$ cat src/hdl/ebpapc_pkg.sv
// Purpose: shared constants of the eight-pin port control block
// Assumes: APB slave, one 32-bit aligned word per register
// Notes: all offsets are byte addresses on paddr
package ebpapc_pkg;
   localparam int unsigned PINS = 8;
   localparam int unsigned ADDR_W = 12;
   localparam int unsigned SYNC_STAGES = 2;
   // register byte offsets
   localparam logic [11:0] OFS_PORT = 12'h000;
   localparam logic [11:0] OFS_LAT = 12'h004;
   localparam logic [11:0] OFS_DIR = 12'h008;
   localparam logic [11:0] OFS_ANA = 12'h00c;
   localparam logic [11:0] OFS_OD = 12'h010;
   localparam logic [11:0] OFS_SLEW = 12'h014;
   localparam logic [11:0] OFS_THR = 12'h018;
   localparam logic [11:0] OFS_PUP = 12'h01c;
   localparam logic [11:0] OFS_CSRC = 12'h020;
   localparam logic [11:0] OFS_CSNK = 12'h024;
   localparam logic [11:0] OFS_CCFG = 12'h028;
   // reset values
   localparam logic [7:0] RST_DIR = 8'hff;
   localparam logic [7:0] RST_LAT = 8'hc8;
   localparam logic [7:0] RST_ANA = 8'hff;
   localparam logic [7:0] RST_OD = 8'h00;
   localparam logic [7:0] RST_SLEW = 8'hff;
   localparam logic [7:0] RST_THR = 8'hff;
   localparam logic [7:0] RST_PUP = 8'h00;
   localparam logic [7:0] RST_CSRC = 8'h00;
   localparam logic [7:0] RST_CSNK = 8'h00;
   localparam logic RST_CCD_EN = 1'b0;
   localparam logic [1:0] RST_CCD_LVL = 2'h0;
   // field positions
   localparam int unsigned CCD_EN_BIT = 7;
   localparam int unsigned CCD_LVL_LSB = 0;
   localparam int unsigned PIN_MCLR = 3;
   // writable bits of the pin value register; bit 3 is read-only
   localparam logic [7:0] PORT_WR_MASK = 8'hf7;
   localparam logic [7:0] LAT_WR_MASK = 8'hff;
   localparam logic [7:0] MCLR_BIT_MASK = 8'h08;
endpackage

$ cat src/hdl/ebpapc_top.sv
// Purpose: eight-pin general purpose port with per-pin pad controls
// Assumes: APB slave with zero wait states, pads resolved outside
// Notes: all pad controls are registered, one cycle after the cause
//
// Function
// - eight pins, one bit each per register, except the global current drive config
// - direction one turns the output driver off
// - direction zero drives the selected output source
// - port read shows pins, write hits latch
// - every port write is read-modify-write into latch
// - latch keeps the latest port or latch write
// - direction still controls driver in analog mode
// - analog pins read digitally as zero
// - open-drain sinks only, else push-pull
// - two-wire ownership forces open-drain
// - per-pin slew limit control
// - per-pin input threshold select
// - analog select leaves digital output alone
// - reset sets all analog select bits
// - per-pin weak pull-up enable
// - current drive needs pin and global enable
// - latch is default output source after reset
// - bit three reads one with master clear
// - analog output forces driver to high impedance
// - pull-up off while pin is an output
// - master clear forces pin three pull-up on
`timescale 1ns/1ps
`default_nettype none
module ebpapc_top (
   // clock and reset
   input wire logic pclk,
   input wire logic presetn,
   // apb slave
   input wire logic psel,
   input wire logic penable,
   input wire logic pwrite,
   input wire logic [11:0] paddr,
   input wire logic [31:0] pwdata,
   output logic [31:0] prdata,
   output logic pready,
   output logic pslverr,
   // pads
   input wire logic [7:0] pad_in,
   output logic [7:0] pad_out,
   output logic [7:0] pad_oe,
   output logic [7:0] pad_pullup,
   output logic [7:0] pad_slew_limit,
   output logic [7:0] pad_schmitt_sel,
   output logic [7:0] pad_analog_in,
   output logic [7:0] pad_ccd_source,
   output logic [7:0] pad_ccd_sink,
   output logic [1:0] pad_ccd_level,
   // system and peripheral side
   input wire logic master_clear_pin_enable,
   input wire logic [7:0] twowire_owns,
   input wire logic [7:0] periph_sel,
   input wire logic [7:0] periph_out,
   input wire logic [7:0] analog_out_en,
   output logic [7:0] digital_in
);

   // bit merge shared by both write paths
   function automatic logic [7:0] rmw_merge(
      input logic [7:0] old_v,
      input logic [7:0] new_v,
      input logic [7:0] mask
   );
      rmw_merge = (old_v & ~mask) | (new_v & mask);
   endfunction

   // control registers
   logic [7:0] lat_q, lat_d;
   logic [7:0] dir_q, dir_d;
   logic [7:0] ana_q, ana_d;
   logic [7:0] od_q, od_d;
   logic [7:0] slew_q, slew_d;
   logic [7:0] thr_q, thr_d;
   logic [7:0] pup_q, pup_d;
   logic [7:0] csrc_q, csrc_d;
   logic [7:0] csnk_q, csnk_d;
   logic ccd_en_q, ccd_en_d;
   logic [1:0] ccd_lvl_q, ccd_lvl_d;

   // bus outputs
   logic [31:0] prdata_q, prdata_d;
   logic pready_q;
   logic pslverr_q, pslverr_d;

   // pad outputs
   logic [7:0] pad_out_q, pad_out_d;
   logic [7:0] pad_oe_q, pad_oe_d;
   logic [7:0] pad_pullup_q, pad_pullup_d;
   logic [7:0] pad_slew_q;
   logic [7:0] pad_thr_q;
   logic [7:0] pad_ana_q;
   logic [7:0] pad_csrc_q, pad_csrc_d;
   logic [7:0] pad_csnk_q, pad_csnk_d;
   logic [1:0] pad_lvl_q;
   logic [7:0] digital_in_q, digital_in_d;

   // synchronised pins and read view
   logic [7:0] pin_sync;
   wire [7:0] pin_dig;
   wire [7:0] pin_rd;

   ebpapc_sync #(
      .W(ebpapc_pkg::PINS)
   ) u_sync (
      .clk(pclk),
      .rst_n(presetn),
      .d(pad_in),
      .q(pin_sync)
   );

   // analog inputs read as zero after the synchroniser
   assign pin_dig = pin_sync & ~ana_q;
   // bit three reads one when master clear owns the pin
   assign pin_rd = master_clear_pin_enable ?
      (pin_dig | ebpapc_pkg::MCLR_BIT_MASK) : pin_dig;

   // address decode
   wire setup_ph = psel & ~penable;
   wire access_ph = psel & penable & pready_q;
   wire wr_acc = access_ph & pwrite;
   wire sel_port = paddr == ebpapc_pkg::OFS_PORT;
   wire sel_lat = paddr == ebpapc_pkg::OFS_LAT;
   wire sel_dir = paddr == ebpapc_pkg::OFS_DIR;
   wire sel_ana = paddr == ebpapc_pkg::OFS_ANA;
   wire sel_od = paddr == ebpapc_pkg::OFS_OD;
   wire sel_slew = paddr == ebpapc_pkg::OFS_SLEW;
   wire sel_thr = paddr == ebpapc_pkg::OFS_THR;
   wire sel_pup = paddr == ebpapc_pkg::OFS_PUP;
   wire sel_csrc = paddr == ebpapc_pkg::OFS_CSRC;
   wire sel_csnk = paddr == ebpapc_pkg::OFS_CSNK;
   wire sel_ccfg = paddr == ebpapc_pkg::OFS_CCFG;
   wire hit = sel_port | sel_lat | sel_dir | sel_ana | sel_od | sel_slew |
      sel_thr | sel_pup | sel_csrc | sel_csnk | sel_ccfg;
   wire [7:0] wbyte = pwdata[7:0];

   // read data selection
   wire [7:0] ccfg_rd = {ccd_en_q, 5'h00, ccd_lvl_q};
   wire [7:0] rd_byte =
      sel_port ? pin_rd :
      sel_lat ? lat_q :
      sel_dir ? dir_q :
      sel_ana ? ana_q :
      sel_od ? od_q :
      sel_slew ? slew_q :
      sel_thr ? thr_q :
      sel_pup ? pup_q :
      sel_csrc ? csrc_q :
      sel_csnk ? csnk_q :
      sel_ccfg ? ccfg_rd : 8'h00;

   // answer is prepared in the setup cycle, held through access
   assign prdata_d = setup_ph ? ((hit && !pwrite) ? {24'h000000, rd_byte} :
      32'h00000000) : prdata_q;
   assign pslverr_d = setup_ph ? ~hit : pslverr_q;

   // latch writes: pins read, addressed bits replaced
   assign lat_d = (wr_acc && sel_port) ?
      rmw_merge(pin_rd, wbyte, ebpapc_pkg::PORT_WR_MASK) :
      (wr_acc && sel_lat) ?
      rmw_merge(pin_rd, wbyte, ebpapc_pkg::LAT_WR_MASK) :
      lat_q;
   assign dir_d = (wr_acc && sel_dir) ? wbyte : dir_q;
   assign ana_d = (wr_acc && sel_ana) ? wbyte : ana_q;
   assign od_d = (wr_acc && sel_od) ? wbyte : od_q;
   assign slew_d = (wr_acc && sel_slew) ? wbyte : slew_q;
   assign thr_d = (wr_acc && sel_thr) ? wbyte : thr_q;
   assign pup_d = (wr_acc && sel_pup) ? wbyte : pup_q;
   assign csrc_d = (wr_acc && sel_csrc) ? wbyte : csrc_q;
   assign csnk_d = (wr_acc && sel_csnk) ? wbyte : csnk_q;
   assign ccd_en_d = (wr_acc && sel_ccfg) ?
      wbyte[ebpapc_pkg::CCD_EN_BIT] : ccd_en_q;
   assign ccd_lvl_d = (wr_acc && sel_ccfg) ?
      wbyte[ebpapc_pkg::CCD_LVL_LSB +: 2] : ccd_lvl_q;

   // output source: latch unless a peripheral is routed in
   wire [7:0] out_src = (periph_sel & periph_out) | (~periph_sel & lat_q);
   // open-drain from own bit or two-wire ownership
   wire [7:0] od_eff = od_q | twowire_owns;
   // analog select is deliberately not part of the enable
   wire [7:0] drv_en = ~dir_q & ~analog_out_en;
   // per pin: open-drain pins drive only their low level
   assign pad_oe_d = drv_en & ((od_eff & ~out_src) | ~od_eff);
   assign pad_out_d = out_src & ~od_eff;

   // pull-up off for outputs, forced on for master clear pin
   wire [7:0] mclr_pup = master_clear_pin_enable ?
      ebpapc_pkg::MCLR_BIT_MASK : 8'h00;
   assign pad_pullup_d = (pup_q & dir_q) | mclr_pup;

   // current drive gated by the global enable
   assign pad_csrc_d = csrc_q & {8{ccd_en_q}};
   assign pad_csnk_d = csnk_q & {8{ccd_en_q}};
   assign digital_in_d = pin_dig;

   // control register file
   always_ff @(posedge pclk or negedge presetn) begin
      if (!presetn) begin
         lat_q <= ebpapc_pkg::RST_LAT;
         dir_q <= ebpapc_pkg::RST_DIR;
         ana_q <= ebpapc_pkg::RST_ANA;
         od_q <= ebpapc_pkg::RST_OD;
         slew_q <= ebpapc_pkg::RST_SLEW;
         thr_q <= ebpapc_pkg::RST_THR;
         pup_q <= ebpapc_pkg::RST_PUP;
         csrc_q <= ebpapc_pkg::RST_CSRC;
         csnk_q <= ebpapc_pkg::RST_CSNK;
         ccd_en_q <= ebpapc_pkg::RST_CCD_EN;
         ccd_lvl_q <= ebpapc_pkg::RST_CCD_LVL;
      end else begin
         lat_q <= lat_d;
         dir_q <= dir_d;
         ana_q <= ana_d;
         od_q <= od_d;
         slew_q <= slew_d;
         thr_q <= thr_d;
         pup_q <= pup_d;
         csrc_q <= csrc_d;
         csnk_q <= csnk_d;
         ccd_en_q <= ccd_en_d;
         ccd_lvl_q <= ccd_lvl_d;
      end
   end

   // bus answer registers
   always_ff @(posedge pclk or negedge presetn) begin
      if (!presetn) begin
         prdata_q <= 32'h00000000;
         pready_q <= 1'b0;
         pslverr_q <= 1'b0;
      end else begin
         prdata_q <= prdata_d;
         pready_q <= 1'b1;
         pslverr_q <= pslverr_d;
      end
   end

   // pad control registers
   always_ff @(posedge pclk or negedge presetn) begin
      if (!presetn) begin
         pad_out_q <= 8'h00;
         pad_oe_q <= 8'h00;
         pad_pullup_q <= 8'h00;
         pad_slew_q <= ebpapc_pkg::RST_SLEW;
         pad_thr_q <= ebpapc_pkg::RST_THR;
         pad_ana_q <= ebpapc_pkg::RST_ANA;
         pad_csrc_q <= 8'h00;
         pad_csnk_q <= 8'h00;
         pad_lvl_q <= ebpapc_pkg::RST_CCD_LVL;
         digital_in_q <= 8'h00;
      end else begin
         pad_out_q <= pad_out_d;
         pad_oe_q <= pad_oe_d;
         pad_pullup_q <= pad_pullup_d;
         pad_slew_q <= slew_q;
         pad_thr_q <= thr_q;
         pad_ana_q <= ana_q;
         pad_csrc_q <= pad_csrc_d;
         pad_csnk_q <= pad_csnk_d;
         pad_lvl_q <= ccd_lvl_q;
         digital_in_q <= digital_in_d;
      end
   end

   assign prdata = prdata_q;
   assign pready = pready_q;
   assign pslverr = pslverr_q;
   assign pad_out = pad_out_q;
   assign pad_oe = pad_oe_q;
   assign pad_pullup = pad_pullup_q;
   assign pad_slew_limit = pad_slew_q;
   assign pad_schmitt_sel = pad_thr_q;
   assign pad_analog_in = pad_ana_q;
   assign pad_ccd_source = pad_csrc_q;
   assign pad_ccd_sink = pad_csnk_q;
   assign pad_ccd_level = pad_lvl_q;
   assign digital_in = digital_in_q;

   // checks
   wire [7:0] pp_mask = ~dir_q & ~analog_out_en & ~od_eff;

   a_input_no_drive: assert property (
      @(posedge pclk) disable iff (!presetn)
      ##1 (pad_oe_q & $past(dir_q)) == 8'h00)
      else $error("input pin has its driver enabled");

   a_pushpull_drive: assert property (
      @(posedge pclk) disable iff (!presetn)
      ##1 ((pad_oe_q & $past(pp_mask)) == $past(pp_mask)) &&
      ((pad_out_q & $past(pp_mask)) == ($past(out_src) & $past(pp_mask))))
      else $error("push-pull output not driving its source");

   a_port_read: assert property (
      @(posedge pclk) disable iff (!presetn)
      (setup_ph && !pwrite && sel_port) |=>
      (prdata_q == {24'h000000, $past(pin_rd)}))
      else $error("pin value read does not show pins");

   a_rmw_latch: assert property (
      @(posedge pclk) disable iff (!presetn)
      (wr_acc && sel_port) |=> lat_q ==
      (($past(pin_rd) & ~ebpapc_pkg::PORT_WR_MASK) |
      ($past(wbyte) & ebpapc_pkg::PORT_WR_MASK)))
      else $error("port write did not merge into latch");

   a_analog_zero: assert property (
      @(posedge pclk) disable iff (!presetn)
      ##1 (digital_in_q & $past(ana_q)) == 8'h00)
      else $error("analog pin reads nonzero digitally");

   a_open_drain_low: assert property (
      @(posedge pclk) disable iff (!presetn)
      ##1 (pad_out_q & $past(od_eff)) == 8'h00)
      else $error("open-drain pin driven high");

   a_reset_analog: assert property (
      @(posedge pclk)
      $rose(presetn) |-> (ana_q == ebpapc_pkg::RST_ANA))
      else $error("analog select not set after reset");

   a_pullup_gating: assert property (
      @(posedge pclk) disable iff (!presetn)
      ##1 (pad_pullup_q & ~$past(dir_q) & ~$past(mclr_pup)) == 8'h00)
      else $error("pull-up active on an output pin");

   a_mclr_pullup: assert property (
      @(posedge pclk) disable iff (!presetn)
      master_clear_pin_enable |=> pad_pullup_q[ebpapc_pkg::PIN_MCLR])
      else $error("master clear pin lost its pull-up");

   a_ccd_gate: assert property (
      @(posedge pclk) disable iff (!presetn)
      !ccd_en_q |=> (pad_ccd_source == 8'h00) && (pad_ccd_sink == 8'h00))
      else $error("current drive active without global enable");

   a_aout_hiz: assert property (
      @(posedge pclk) disable iff (!presetn)
      ##1 (pad_oe_q & $past(analog_out_en)) == 8'h00)
      else $error("analog output pin still driven");

   a_mclr_read: assert property (
      @(posedge pclk) disable iff (!presetn)
      (setup_ph && !pwrite && sel_port && master_clear_pin_enable) |=>
      prdata_q[ebpapc_pkg::PIN_MCLR])
      else $error("bit three not one under master clear");

   a_unmapped_err: assert property (
      @(posedge pclk) disable iff (!presetn)
      (setup_ph && !hit) |=> pslverr_q && (prdata_q == 32'h00000000))
      else $error("unmapped access not flagged");
endmodule
`default_nettype wire

$ cat src/hdl/ebpapc_sync.sv
// Purpose: multi-flop level synchroniser for the pad inputs
// Assumes: inputs are levels, one clock domain on the far side
// Notes: only the last stage is visible outside
`timescale 1ns/1ps
`default_nettype none
module ebpapc_sync #(
   parameter int unsigned W = 8
) (
   // clock and reset
   input wire logic clk,
   input wire logic rst_n,
   // data
   input wire logic [W-1:0] d,
   output logic [W-1:0] q
);
   logic [W-1:0] meta_q;
   logic [W-1:0] sync_q;

   always_ff @(posedge clk or negedge rst_n) begin
      if (!rst_n) begin
         meta_q <= '0;
         sync_q <= '0;
      end else begin
         meta_q <= d;
         sync_q <= meta_q;
      end
   end

   assign q = sync_q;
endmodule
`default_nettype wire

$ cat config.mk
export PLATFORM = sky130hd
export DESIGN_NAME = ebpapc_top
export DESIGN_NICKNAME = d
export VERILOG_FILES = /design/src/hdl/ebpapc_pkg.sv /design/src/hdl/ebpapc_top.sv /design/src/hdl/ebpapc_sync.sv
export SDC_FILE = /design/constraint.sdc
export NUM_CORES = 1
export LEC_CHECK = 0
export ABC_AREA = 0
export BUFFER_PORTS_ARGS = -buffer_cell sky130_fd_sc_hd__buf_2
export CORE_MARGIN = 10
export CORE_UTILIZATION = 35
export CTS_CLUSTER_SIZE = 12
export DETAILED_ROUTE_END_ITERATION = 8
export PLACE_DENSITY = 0.68
export SETUP_SLACK_MARGIN = 0.5
export SLEW_MARGIN = 20
export SYNTH_ARGS = -nofsm -noshare
export SYNTH_HDL_FRONTEND = slang
export SYNTH_HIERARCHICAL = 1
export SYNTH_SLANG_ARGS = --single-unit
export TNS_END_PERCENT = 5
$ cat constraint.sdc
create_clock -name pclk -period 1.8 [get_ports pclk]
set_input_delay 0.54 -clock pclk [delete_from_list [all_inputs] [get_ports pclk]]
set_output_delay 0.54 -clock pclk [all_outputs]
set_load 0.03 [all_outputs]
==> impl_results.md, run 1 <==
* Status: finished clean
* Post-route minimum period at 1720 ps
* DP Worst Slack at -461 ps
* Detailed Route WL at 19500 um
* Worst-Skew Late Latency at ~430 ps
* Final setup viols at 0
* Die Area at 0.0269 sq mm
* Hold Path Class: input port to async pin
* Placed inst area at 0.00884 sq mm
* Via-to-Cell Ratio at ~4.7
* Detailed Route Iter0 Violations at 265
* Final hold vios at 0
* TritonCTS clock tree: done
* WP data required at about 2100 ps
* Fraction of layout cells with a size suffix above 1 at 52.9%
* Yosys reg bits at 175
* Post-route cell area at 0.00949 sq mm
* Dpl hpwl at between 15000 and 20000 um
* Static leakage at between 4 and 5 nW
* Clk slew on worst S/H paths at roughly 70 ps
* # IOs at 198
* Worst-margin pin slew at roughly 500 ps
* Cts hold-fix bufs at 0
* Final Skew at 13.7 ps
* Buffers on Ports at 149
* Worst reg2reg setup slack at 80 ps
* Final Power at approximately 8.2 mW
* Most common cell after layout, fill and taps aside: buf_2
* CTS Buffer Depth at 2
* Final ANT Viol Nets at 0
* Horiz. Die Dim at 164 um
* Tot GR Track Use at 14.6%
* Area Growth Syn to Fin at 30.6%
* Synthesized area at 0.00726 sq mm
* RSZ-0062 raised after global routing: yes
* Mean Syn Cell Area at 13.4 sq um
* YS warnings at 6
* CP Max Fanout at 8
* CP Class: register to register
* Gr ovfl total at 0
* WP data arrival at 2040 ps
* CORE AREA at 0.0203 sq mm
* Max Cap Viol at 0
* Max-slew headroom at 66.1%
* Setup Buffers After CTS at 0
* Core Util, Final at around 47%
* 1st-pass router iterations at 4
* Synth Instances at 541
* Largest net degree at the start of global routing at 50
* DIE HEIGHT at 164 um
* Tcrit/Tclk final at between 90% and 100%
* Crit-path slowest cell: dfrtp_1
* Initial Util at between 30% and 40%
* GPL Wtd Cong at 0.863
* Row count at 52
* Crit path cell chain: and4_4 -> nand3_4 -> buf_12 -> nor4_4 -> buf_6 -> mux2_2
* Most frequent cells in the layout: buf_2 (147), dfrtp_1 (116), mux2_2 (64), buf_4 (63), dfstp_2 (59)
* Worst setup margin at 75.3 ps
* Number of global-route vias before repair at 5171
* Inserted Clock Buffers at 17
* Worst path max stage delay at 340 ps
* Worst setup SP type: register
* Clock Sinks at between 150 and 200
* WHS at 52.7 ps
* Sequential fraction of the synthesis area at 61.3%
* VDD IR max at 595 uV
* Via count at roughly 5000
* Unique cell type count in the Yosys netlist at 48
* CTS HTree Levels at 4
* Global-route wire length before repair at around 30000 um
* Fin nets at 852
* Fmax at 580 MHz
* Crit end category: register
* Clock root cell: clkbuf_16
* Slew Limit Fails at 0
* Drt wl/cell at 18.6 um
* Initial antenna violation count at 2
* PwrDens at 868 mW/mm^2
* DRC at 0
[power by group]
part           total [mW]  switching (mW)  leakage (nW)  internal, mW
Sequential           4.00          0.0115          2.15          3.99
Combinational       0.656           0.422          2.26         0.233
Clock                3.58            1.61         0.273          1.97
[synthesized netlist by cell type (all sizes together)]
cell type / count / share of area (%)
o31ai: 1 / 0.10
a31o: 1 / 0.12
a32oi: 1 / 0.12
o22ai: 1 / 0.086
mux4: 1 / 0.31
a21o: 2 / 0.21
nor2b: 19 / 1.6
conb: 2 / 0.10
nor3: 25 / 2.1
nor2: 37 / 1.9
and3b: 1 / 0.12
nor4: 3 / 0.88
inv: 3 / 0.16
nand2: 14 / 0.72
or3: 2 / 0.24
or3b: 1 / 0.12
clkbuf: 8 / 0.41
nand3: 4 / 0.65
mux2: 73 / 12
nand2b: 5 / 0.43
a22oi: 3 / 0.31
a31oi: 1 / 0.086
o221ai: 2 / 0.24
dfstp: 59 / 21
o21bai: 1 / 0.10
o21ai: 23 / 1.6
and2: 24 / 2.1
o2bb2ai: 5 / 0.60
a21oi: 16 / 1.1
mux2i: 31 / 4.3
dfrtp: 116 / 40
a2bb2oi: 4 / 0.48
a32o: 8 / 1.1
and4: 1 / 0.12
a211oi: 1 / 0.10
nor4b: 2 / 0.65
nand3b: 1 / 0.10
or4: 1 / 0.10
buf: 38 / 3.5
[metrics by stage]
stage | setup TNS (ps) | cells
6_report | 0 | 1046
5_1_grt | -300 | 1045
4_1_cts | 0 | 1045
3_5_place_dp | -27910 | 1013
3_3_place_gp | -27030 | 1013
2_1_floorplan | -12190 | 564
[timing repair]
item,CTS,global route
setup endpoints to repair,168,168
endpoints found under the hold margin,0,0
cloned,0,0
pin swaps,2,4
resized for setup,8,10
[registers in the layout, summed over array words and instances, names as in the netlist, 2 cells and up]
register / cells
slew_q: 8
csrc_q: 8
digital_in: 8
pad_analog_in: 8
pad_schmitt_sel: 8
pad_pullup: 8
lat_q: 8
pad_slew_limit: 8
prdata: 8
od_q: 8
ccd_lvl_q: 2
u_sync/meta_q: 8
pad_ccd_level: 2
pad_ccd_source: 8
dir_q: 8
pad_oe: 8
pad_out: 8
csnk_q: 8
ana_q: 8
pad_ccd_sink: 8
u_sync/q: 8
thr_q: 8
pup_q: 8
[final timing paths]
kind,to,startpoint,cells past startpoint
min in group pclk,u_sync/meta_q[2],pad_in[2],1
min,od_q[1],presetn,1
min reg2reg,u_sync/q[1],u_sync/meta_q[1],0
max in group asynchronous,csnk_q[6],presetn,2
max reg2reg,csrc_q[7],pready,6
max,csrc_q[7],pready,6
[worst max-delay path, delay by kind of cell, from the launching register on]
kind	cells	cell delay, ps
AND/OR/NAND/NOR	3	580
flip-flops	1	340
buffers and inverters	2	340
multiplexers	1	340
[kinds of logic (layout without fill, tap and decap cells)]
family / count (synthesis) / count (layout) / share of synthesized area, %
flops: 175 / 175 / 61.3
buf+inv: 49 / 260 / 4.05
other cells: 2 / 26 / 0.103
simple gates: 140 / 140 / 11.9
mux: 105 / 105 / 16.3
compound gates: 70 / 70 / 6.36
[layout make-up]
cell class | instances | area (sq um)
Inverter | 3 | 11.3
Tap cell | 270 | 338
Antenna cell | 1 | 2.50
Multi-Input combinational cell | 340 | 2660
Timing Repair Buffer | 225 | 1460
Sequential cell | 175 | 4450
Clock inverter | 13 | 126
Clock buffer | 19 | 443
Fill cell | 1877 | 10800
[routing by layer]
layer	GRT usage [%]	wire length (um)
met2	22.9	9210
met5	0	0
met4	3.29	201
met3	5.16	1260
met1	19.0	8800
Power figures use the tool's default switching activity.
==> run 2: changes to the inputs <==
- RECOVER_POWER: unset -> 25
==> impl_results.md, run 2 (synthesized netlist as in run 1, its figures left out) <==
* Horiz. Die Dim at 164 um (unchanged)
* Worst-Skew Late Latency at 430 ps (about the same)
* Global-route wire length before repair at 30000 um (unchanged)
* Final ANT Viol Nets at 0 (unchanged)
* Detailed Route Iter0 Violations at 254 (-4.2%)
* Fmax at 579 MHz (about the same)
* Core Util, Final at 46.5% (-0.23 points)
* # IOs at 198 (unchanged)
* Final Power at 8.21 mW (-0.28%)
* CORE AREA at 0.0203 sq mm (unchanged)
* Most common cell after layout, fill and taps aside: buf_2
* Met1 usage at 19.0% (unchanged)
* Clock root cell: clkbuf_16
* Final hold vios at 0 (unchanged)
* Met2 usage at 22.9% (unchanged)
* Dpl hpwl at 15200 um (unchanged)
* Via count at 4881 (+0.14%)
* Final Skew at 14.5 ps (+0.761 ps)
* Filler instances at 1884 (+0.37%)
* Static leakage at 4.67 nW (-0.31%)
* Tot GR Track Use at 14.6% (unchanged)
* GPL Wtd Cong at 0.863 (unchanged)
* DRC at 0 (unchanged)
* Clk slew on worst S/H paths at 70 ps (about the same)
* Final setup viols at 0 (unchanged)
* 1st-pass router iterations at 5 (+1)
* RSZ-0062 raised after global routing: yes
* Most frequent cells in the layout: buf_2 (147), dfrtp_1 (116), mux2_2 (64), buf_4 (62), dfstp_2 (41)
* Die Area at 0.0269 sq mm (unchanged)
* Fraction of layout cells with a size suffix above 1 at 50.5% (-2.5 points)
* CTS Buffer Depth at 2 (unchanged)
* Setup Buffers After CTS at 0 (unchanged)
* Post-route minimum period at 1730 ps (+1.53 ps)
* Detailed Route WL at 19500 um (about the same)
* Tcrit/Tclk final at 95.9% (about the same)
* Status: finished clean
* CTS HTree Levels at 4 (unchanged)
* Worst setup margin at 73.8 ps (-1.53 ps)
* Initial Util at 35.8% (unchanged)
* DIE HEIGHT at 164 um (unchanged)
* Fin nets at 852 (unchanged)
* PwrDens at 870 mW/mm^2 (+0.22%)
* VDD IR max at 595 uV (about the same)
* TritonCTS clock tree: done
* Area Growth Syn to Fin at 30.0%
* Worst setup SP type: register
* Number of global-route vias before repair at 5171 (unchanged)
* Area of the multi-input gates at 0.00266 sq mm (unchanged)
* Drt wl/cell at 18.6 um (about the same)
* Worst-margin pin slew at 1180 ps (+680 ps)
* Initial antenna violation count at 2 (unchanged)
* WP data required at 2120 ps (about the same)
* Cts hold-fix bufs at 0 (unchanged)
* CP Max Fanout at 8 (unchanged)
* DP Worst Slack at -461 ps (unchanged)
* Buffers on Ports at 149 (unchanged)
* CP Class: register to register
* Busiest grt layer: met2
* Crit end category: register
* Hold Path Class: input port to register
* Max-slew headroom at 21.1% (-45 points)
* Global Route met3 Usage at 5.16% (unchanged)
* Via-to-Cell Ratio at 4.67 (+0.14%)
* Row count at 52 (unchanged)
* Largest net degree at the start of global routing at 50 (unchanged)
* Max Cap Viol at 0 (unchanged)
* Gr ovfl total at 0 (unchanged)
* Register Area at 0.00445 sq mm (unchanged)
* Inserted Clock Buffers at 17 (unchanged)
* Slew Limit Fails at 0 (unchanged)
* Clock Sinks at 175 (unchanged)
* WP data arrival at 2040 ps (about the same)
-- run 2: cell count changes in the layout (fill, tap and decap cells not counted) --
| cell | before | now |
|---|---|---|
| dfstp_1 | 0 | 18 |
| buf_12 | 9 | 6 |
| clkbuf_1 | 1 | 2 |
| buf_6 | 6 | 5 |
| dfstp_2 | 59 | 41 |
| clkbuf_4 | 0 | 3 |
| buf_4 | 63 | 62 |
| clkbuf_2 | 0 | 1 |
-- run 2: power breakdown --
part	switching, mW	total (mW)	internal (mW)
combinational	0.420	0.642	0.222
clock	1.60	3.57	1.97
sequential	0.0115	4.00	3.98
total	2.04	8.21	6.18
-- run 2: area by class of cell --
cell class                      instances  share of cell area [%]
Tap cell                              270                    3.58
Clock inverter                         13                    1.34
Inverter                                3                   0.119
Antenna cell                            1                  0.0265
Multi-Input combinational cell        340                    28.1
Timing Repair Buffer                  225                    14.9
Clock buffer                           19                    4.69
Sequential cell                       175                    47.2
-- run 2: through the flow --
stage               cells  cell area (sq um)  setup TNS (ps)  hold slack, ps
floorplan             564               7350          -12190             244
global placement     1013               8840          -27030             332
detailed placement   1013               8840          -27910             335
CTS                  1045               9440               0            56.2
global route         1045               9440            -300             183
finish               1046               9440               0             209
-- run 2: critical path: stages, from the launching register on --
cell and delay, ps:
dfrtp_1 340, and4_4 250, nand3_4 120, buf_12 170
nor4_4 210, buf_6 170, mux2_2 340
-- run 2: per-layer routing --
metal	vias up	routed length (um)
met3	18	1280
met5	-	0
met2	145	9290
met1	2413	8690
li1	2305	-
met4	0	203
-- run 2: what timing repair did --
item                                   4_1_cts  5_1_grt
gates resized for setup                      8       10
setup endpoints to repair                  168      168
endpoints found under the hold margin        0        0
gates cloned                                 0        0
pin swaps                                    2        4
-- run 2: path summary, 6_finish.rpt --
path	endpoint	from	slack (ps)	depth (start not counted)
worst min register to register	u_sync/q[1]	u_sync/meta_q[1]	350	0
worst max register to register	csrc_q[7]	pready	70	6
worst min-delay path	u_sync/meta_q[2]	pad_in[2]	210	1
worst max-delay path	csrc_q[7]	pready	70	6
max in group asynchronous	pad_slew_limit[7]	presetn	270	2
min in group asynchronous	u_sync/meta_q[1]	presetn	340	1
==> run 3: changes to the inputs <==
- CTS_BUF_LIST: unset -> sky130_fd_sc_hd__clkbuf_16
==> impl_results.md, run 3 (synthesized netlist as in run 1, its figures left out) <==
* Fin nets at 852 (unchanged)
* Final hold vios at 0 (unchanged)
* Max Cap Viol at 0 (unchanged)
* Drt wl/cell at 18.6 um (unchanged)
* VDD IR max at 595 uV (about the same)
* Dpl hpwl at 15200 um (unchanged)
* Hold EP: u_sync/meta_q[2]
* Area Growth Syn to Fin at 29.8%
* DIE HEIGHT at 164 um (unchanged)
* R2R cell count at 6 (unchanged)
* WP data arrival at 2040 ps (about the same)
* Detailed Route Iter0 Violations at 266 (+4.7%)
* Worst hold start: pad_in[2]
* Post-route cell area at 0.00943 sq mm (-0.11%)
* Tcrit/Tclk final at 96.0% (about the same)
* Fraction of layout cells with a size suffix above 1 at 50.3% (-0.13 points)
* Initial antenna violation count at 2 (unchanged)
* Status: finished clean
* Most frequent cells in the layout: buf_2 (147), dfrtp_1 (116), mux2_2 (64), buf_4 (62), dfstp_2 (41)
* Clk slew on worst S/H paths at 70 ps (about the same)
* Crit end category: register
* Detailed Route WL at 19500 um (unchanged)
* DRC at 0 (unchanged)
* Worst-margin pin slew at 1190 ps (+4.76 ps)
* Via count at 4875 (-0.12%)
* Row count at 52 (unchanged)
* Final setup viols at 0 (unchanged)
* Die Area at 0.0269 sq mm (unchanged)
* RSZ-0062 raised after global routing: yes
* Buffers on Ports at 149 (unchanged)
* Worst-Skew Late Latency at 430 ps (about the same)
* Setup Buffers After CTS at 0 (unchanged)
* Final Skew at 14.5 ps (+0.00360 ps)
* Worst setup SP type: register
* R2r startpoint: pready
* Most common cell after layout, fill and taps aside: buf_2
* Max-slew headroom at 20.8% (-0.32 points)
* Clock Sinks at 175 (unchanged)
* 1st-pass router iterations at 5 (unchanged)
* Slew Limit Fails at 0 (unchanged)
* CTS Buffer Depth at 2 (unchanged)
* WP data required at 2120 ps (about the same)
* Via-to-Cell Ratio at 4.66 (-0.12%)
* Cells after DPL at 1013 (unchanged)
* Tot GR Track Use at 14.6% (unchanged)
* Clock root cell: clkbuf_16
* Global-route wire length before repair at 30000 um (unchanged)
* TritonCTS clock tree: done
* Cts hold-fix bufs at 0 (unchanged)
* CORE AREA at 0.0203 sq mm (unchanged)
* Inserted Clock Buffers at 17 (unchanged)
* PwrDens at 865 mW/mm^2 (-0.54%)
* Fmax at 579 MHz (about the same)
* Filler instances at 1887 (+0.16%)
* Number of global-route vias before repair at 5168 (-0.058%)
* CP Class: register to register
* Worst R2R End: csrc_q[7]
* Initial Util at 35.8% (unchanged)
* Horiz. Die Dim at 164 um (unchanged)
* Worst reg2reg setup slack at 70 ps (about the same)
* Hold Path Class: input port to register
* Placed inst area at 0.00884 sq mm (unchanged)
* Final Power at 8.16 mW (-0.65%)
* # IOs at 198 (unchanged)
* WHS Path Cells at 1 (unchanged)
* Gr ovfl total at 0 (unchanged)
* CP Max Fanout at 8 (unchanged)
* CTS HTree Levels at 4 (unchanged)
* GPL Wtd Cong at 0.863 (unchanged)
* Post-route minimum period at 1730 ps (+1.39 ps)
* Static leakage at 4.67 nW (about the same)
* Largest net degree at the start of global routing at 50 (unchanged)
* Non-filler cells, final at 1046 (unchanged)
* Final ANT Viol Nets at 0 (unchanged)
[run 3: cell types whose count changed in the layout (fill, tap and decap cells not counted)]
| cell | previous run | this run |
|---|---|---|
| inv_1 | 3 | 4 |
| clkinv_1 | 0 | 1 |
| clkbuf_8 | 1 | 0 |
| clkbuf_1 | 2 | 1 |
[run 3: what timing repair did]
item	in CTS	in global routing
pin swaps	2	4
hold endpoints to repair	0	0
endpoints found under the setup margin	168	168
gates resized for setup	8	10
[run 3: cell type report]
cell class | count | area, sq um | area share (%)
repair buffers | 225 | 1410 | 14.9
clock inverters | 15 | 134 | 1.42
clock buffers | 17 | 425 | 4.51
flip-flops and latches | 175 | 4450 | 47.2
well taps | 270 | 338 | 3.58
inverters | 3 | 11.3 | 0.119
multi-input cells | 340 | 2660 | 28.2
diodes | 1 | 2.50 | 0.0265
[run 3: worst max-delay path, stage by stage, from the launching register on]
cell,delay [ps]
dfrtp_1,340
and4_4,250
nand3_4,120
buf_12,170
nor4_4,210
buf_6,170
mux2_2,340
[run 3: worst max-delay path by stage]
stage / endpoint / slack [ps] / from / cells past startpoint
after floorplan: pup_q[0] / -210 / paddr[8] / 5
after global placement: csnk_q[5] / -430 / paddr[8] / 7
after detailed placement: csnk_q[5] / -460 / paddr[8] / 7
after CTS: csrc_q[7] / 40 / pready / 6
after global routing: csrc_q[7] / -40 / pready / 6
final: csrc_q[7] / 70 / pready / 6
[run 3: metrics by stage]
stage          util, %  hold slack (ps)  setup slack, ps  TNS, ps
5_1_grt           46.4              183            -41.5     -300
6_report          46.4              209             72.4        0
2_1_floorplan        -              244             -213   -12190
4_1_cts           46.5             56.2             44.7        0
3_5_place_dp      43.6              335             -461   -27910
3_3_place_gp      43.6              332             -429   -27030
[run 3: report_power, final]
part           total, mW  internal (mW)  switching [mW]  leakage (nW)
Clock               3.52           1.92            1.60         0.272
Combinational      0.642          0.222           0.420          2.25
Sequential          4.00           3.98          0.0115          2.15
[run 3: routing by layer]
layer  vias up  GRT usage [%]  part of all wire (%)
met5         -              0                     0
met4         0           3.29                   1.1
met3        17           5.16                   6.6
met2       138           22.9                    48
li1       2306              -                     -
met1      2414           19.0                    45
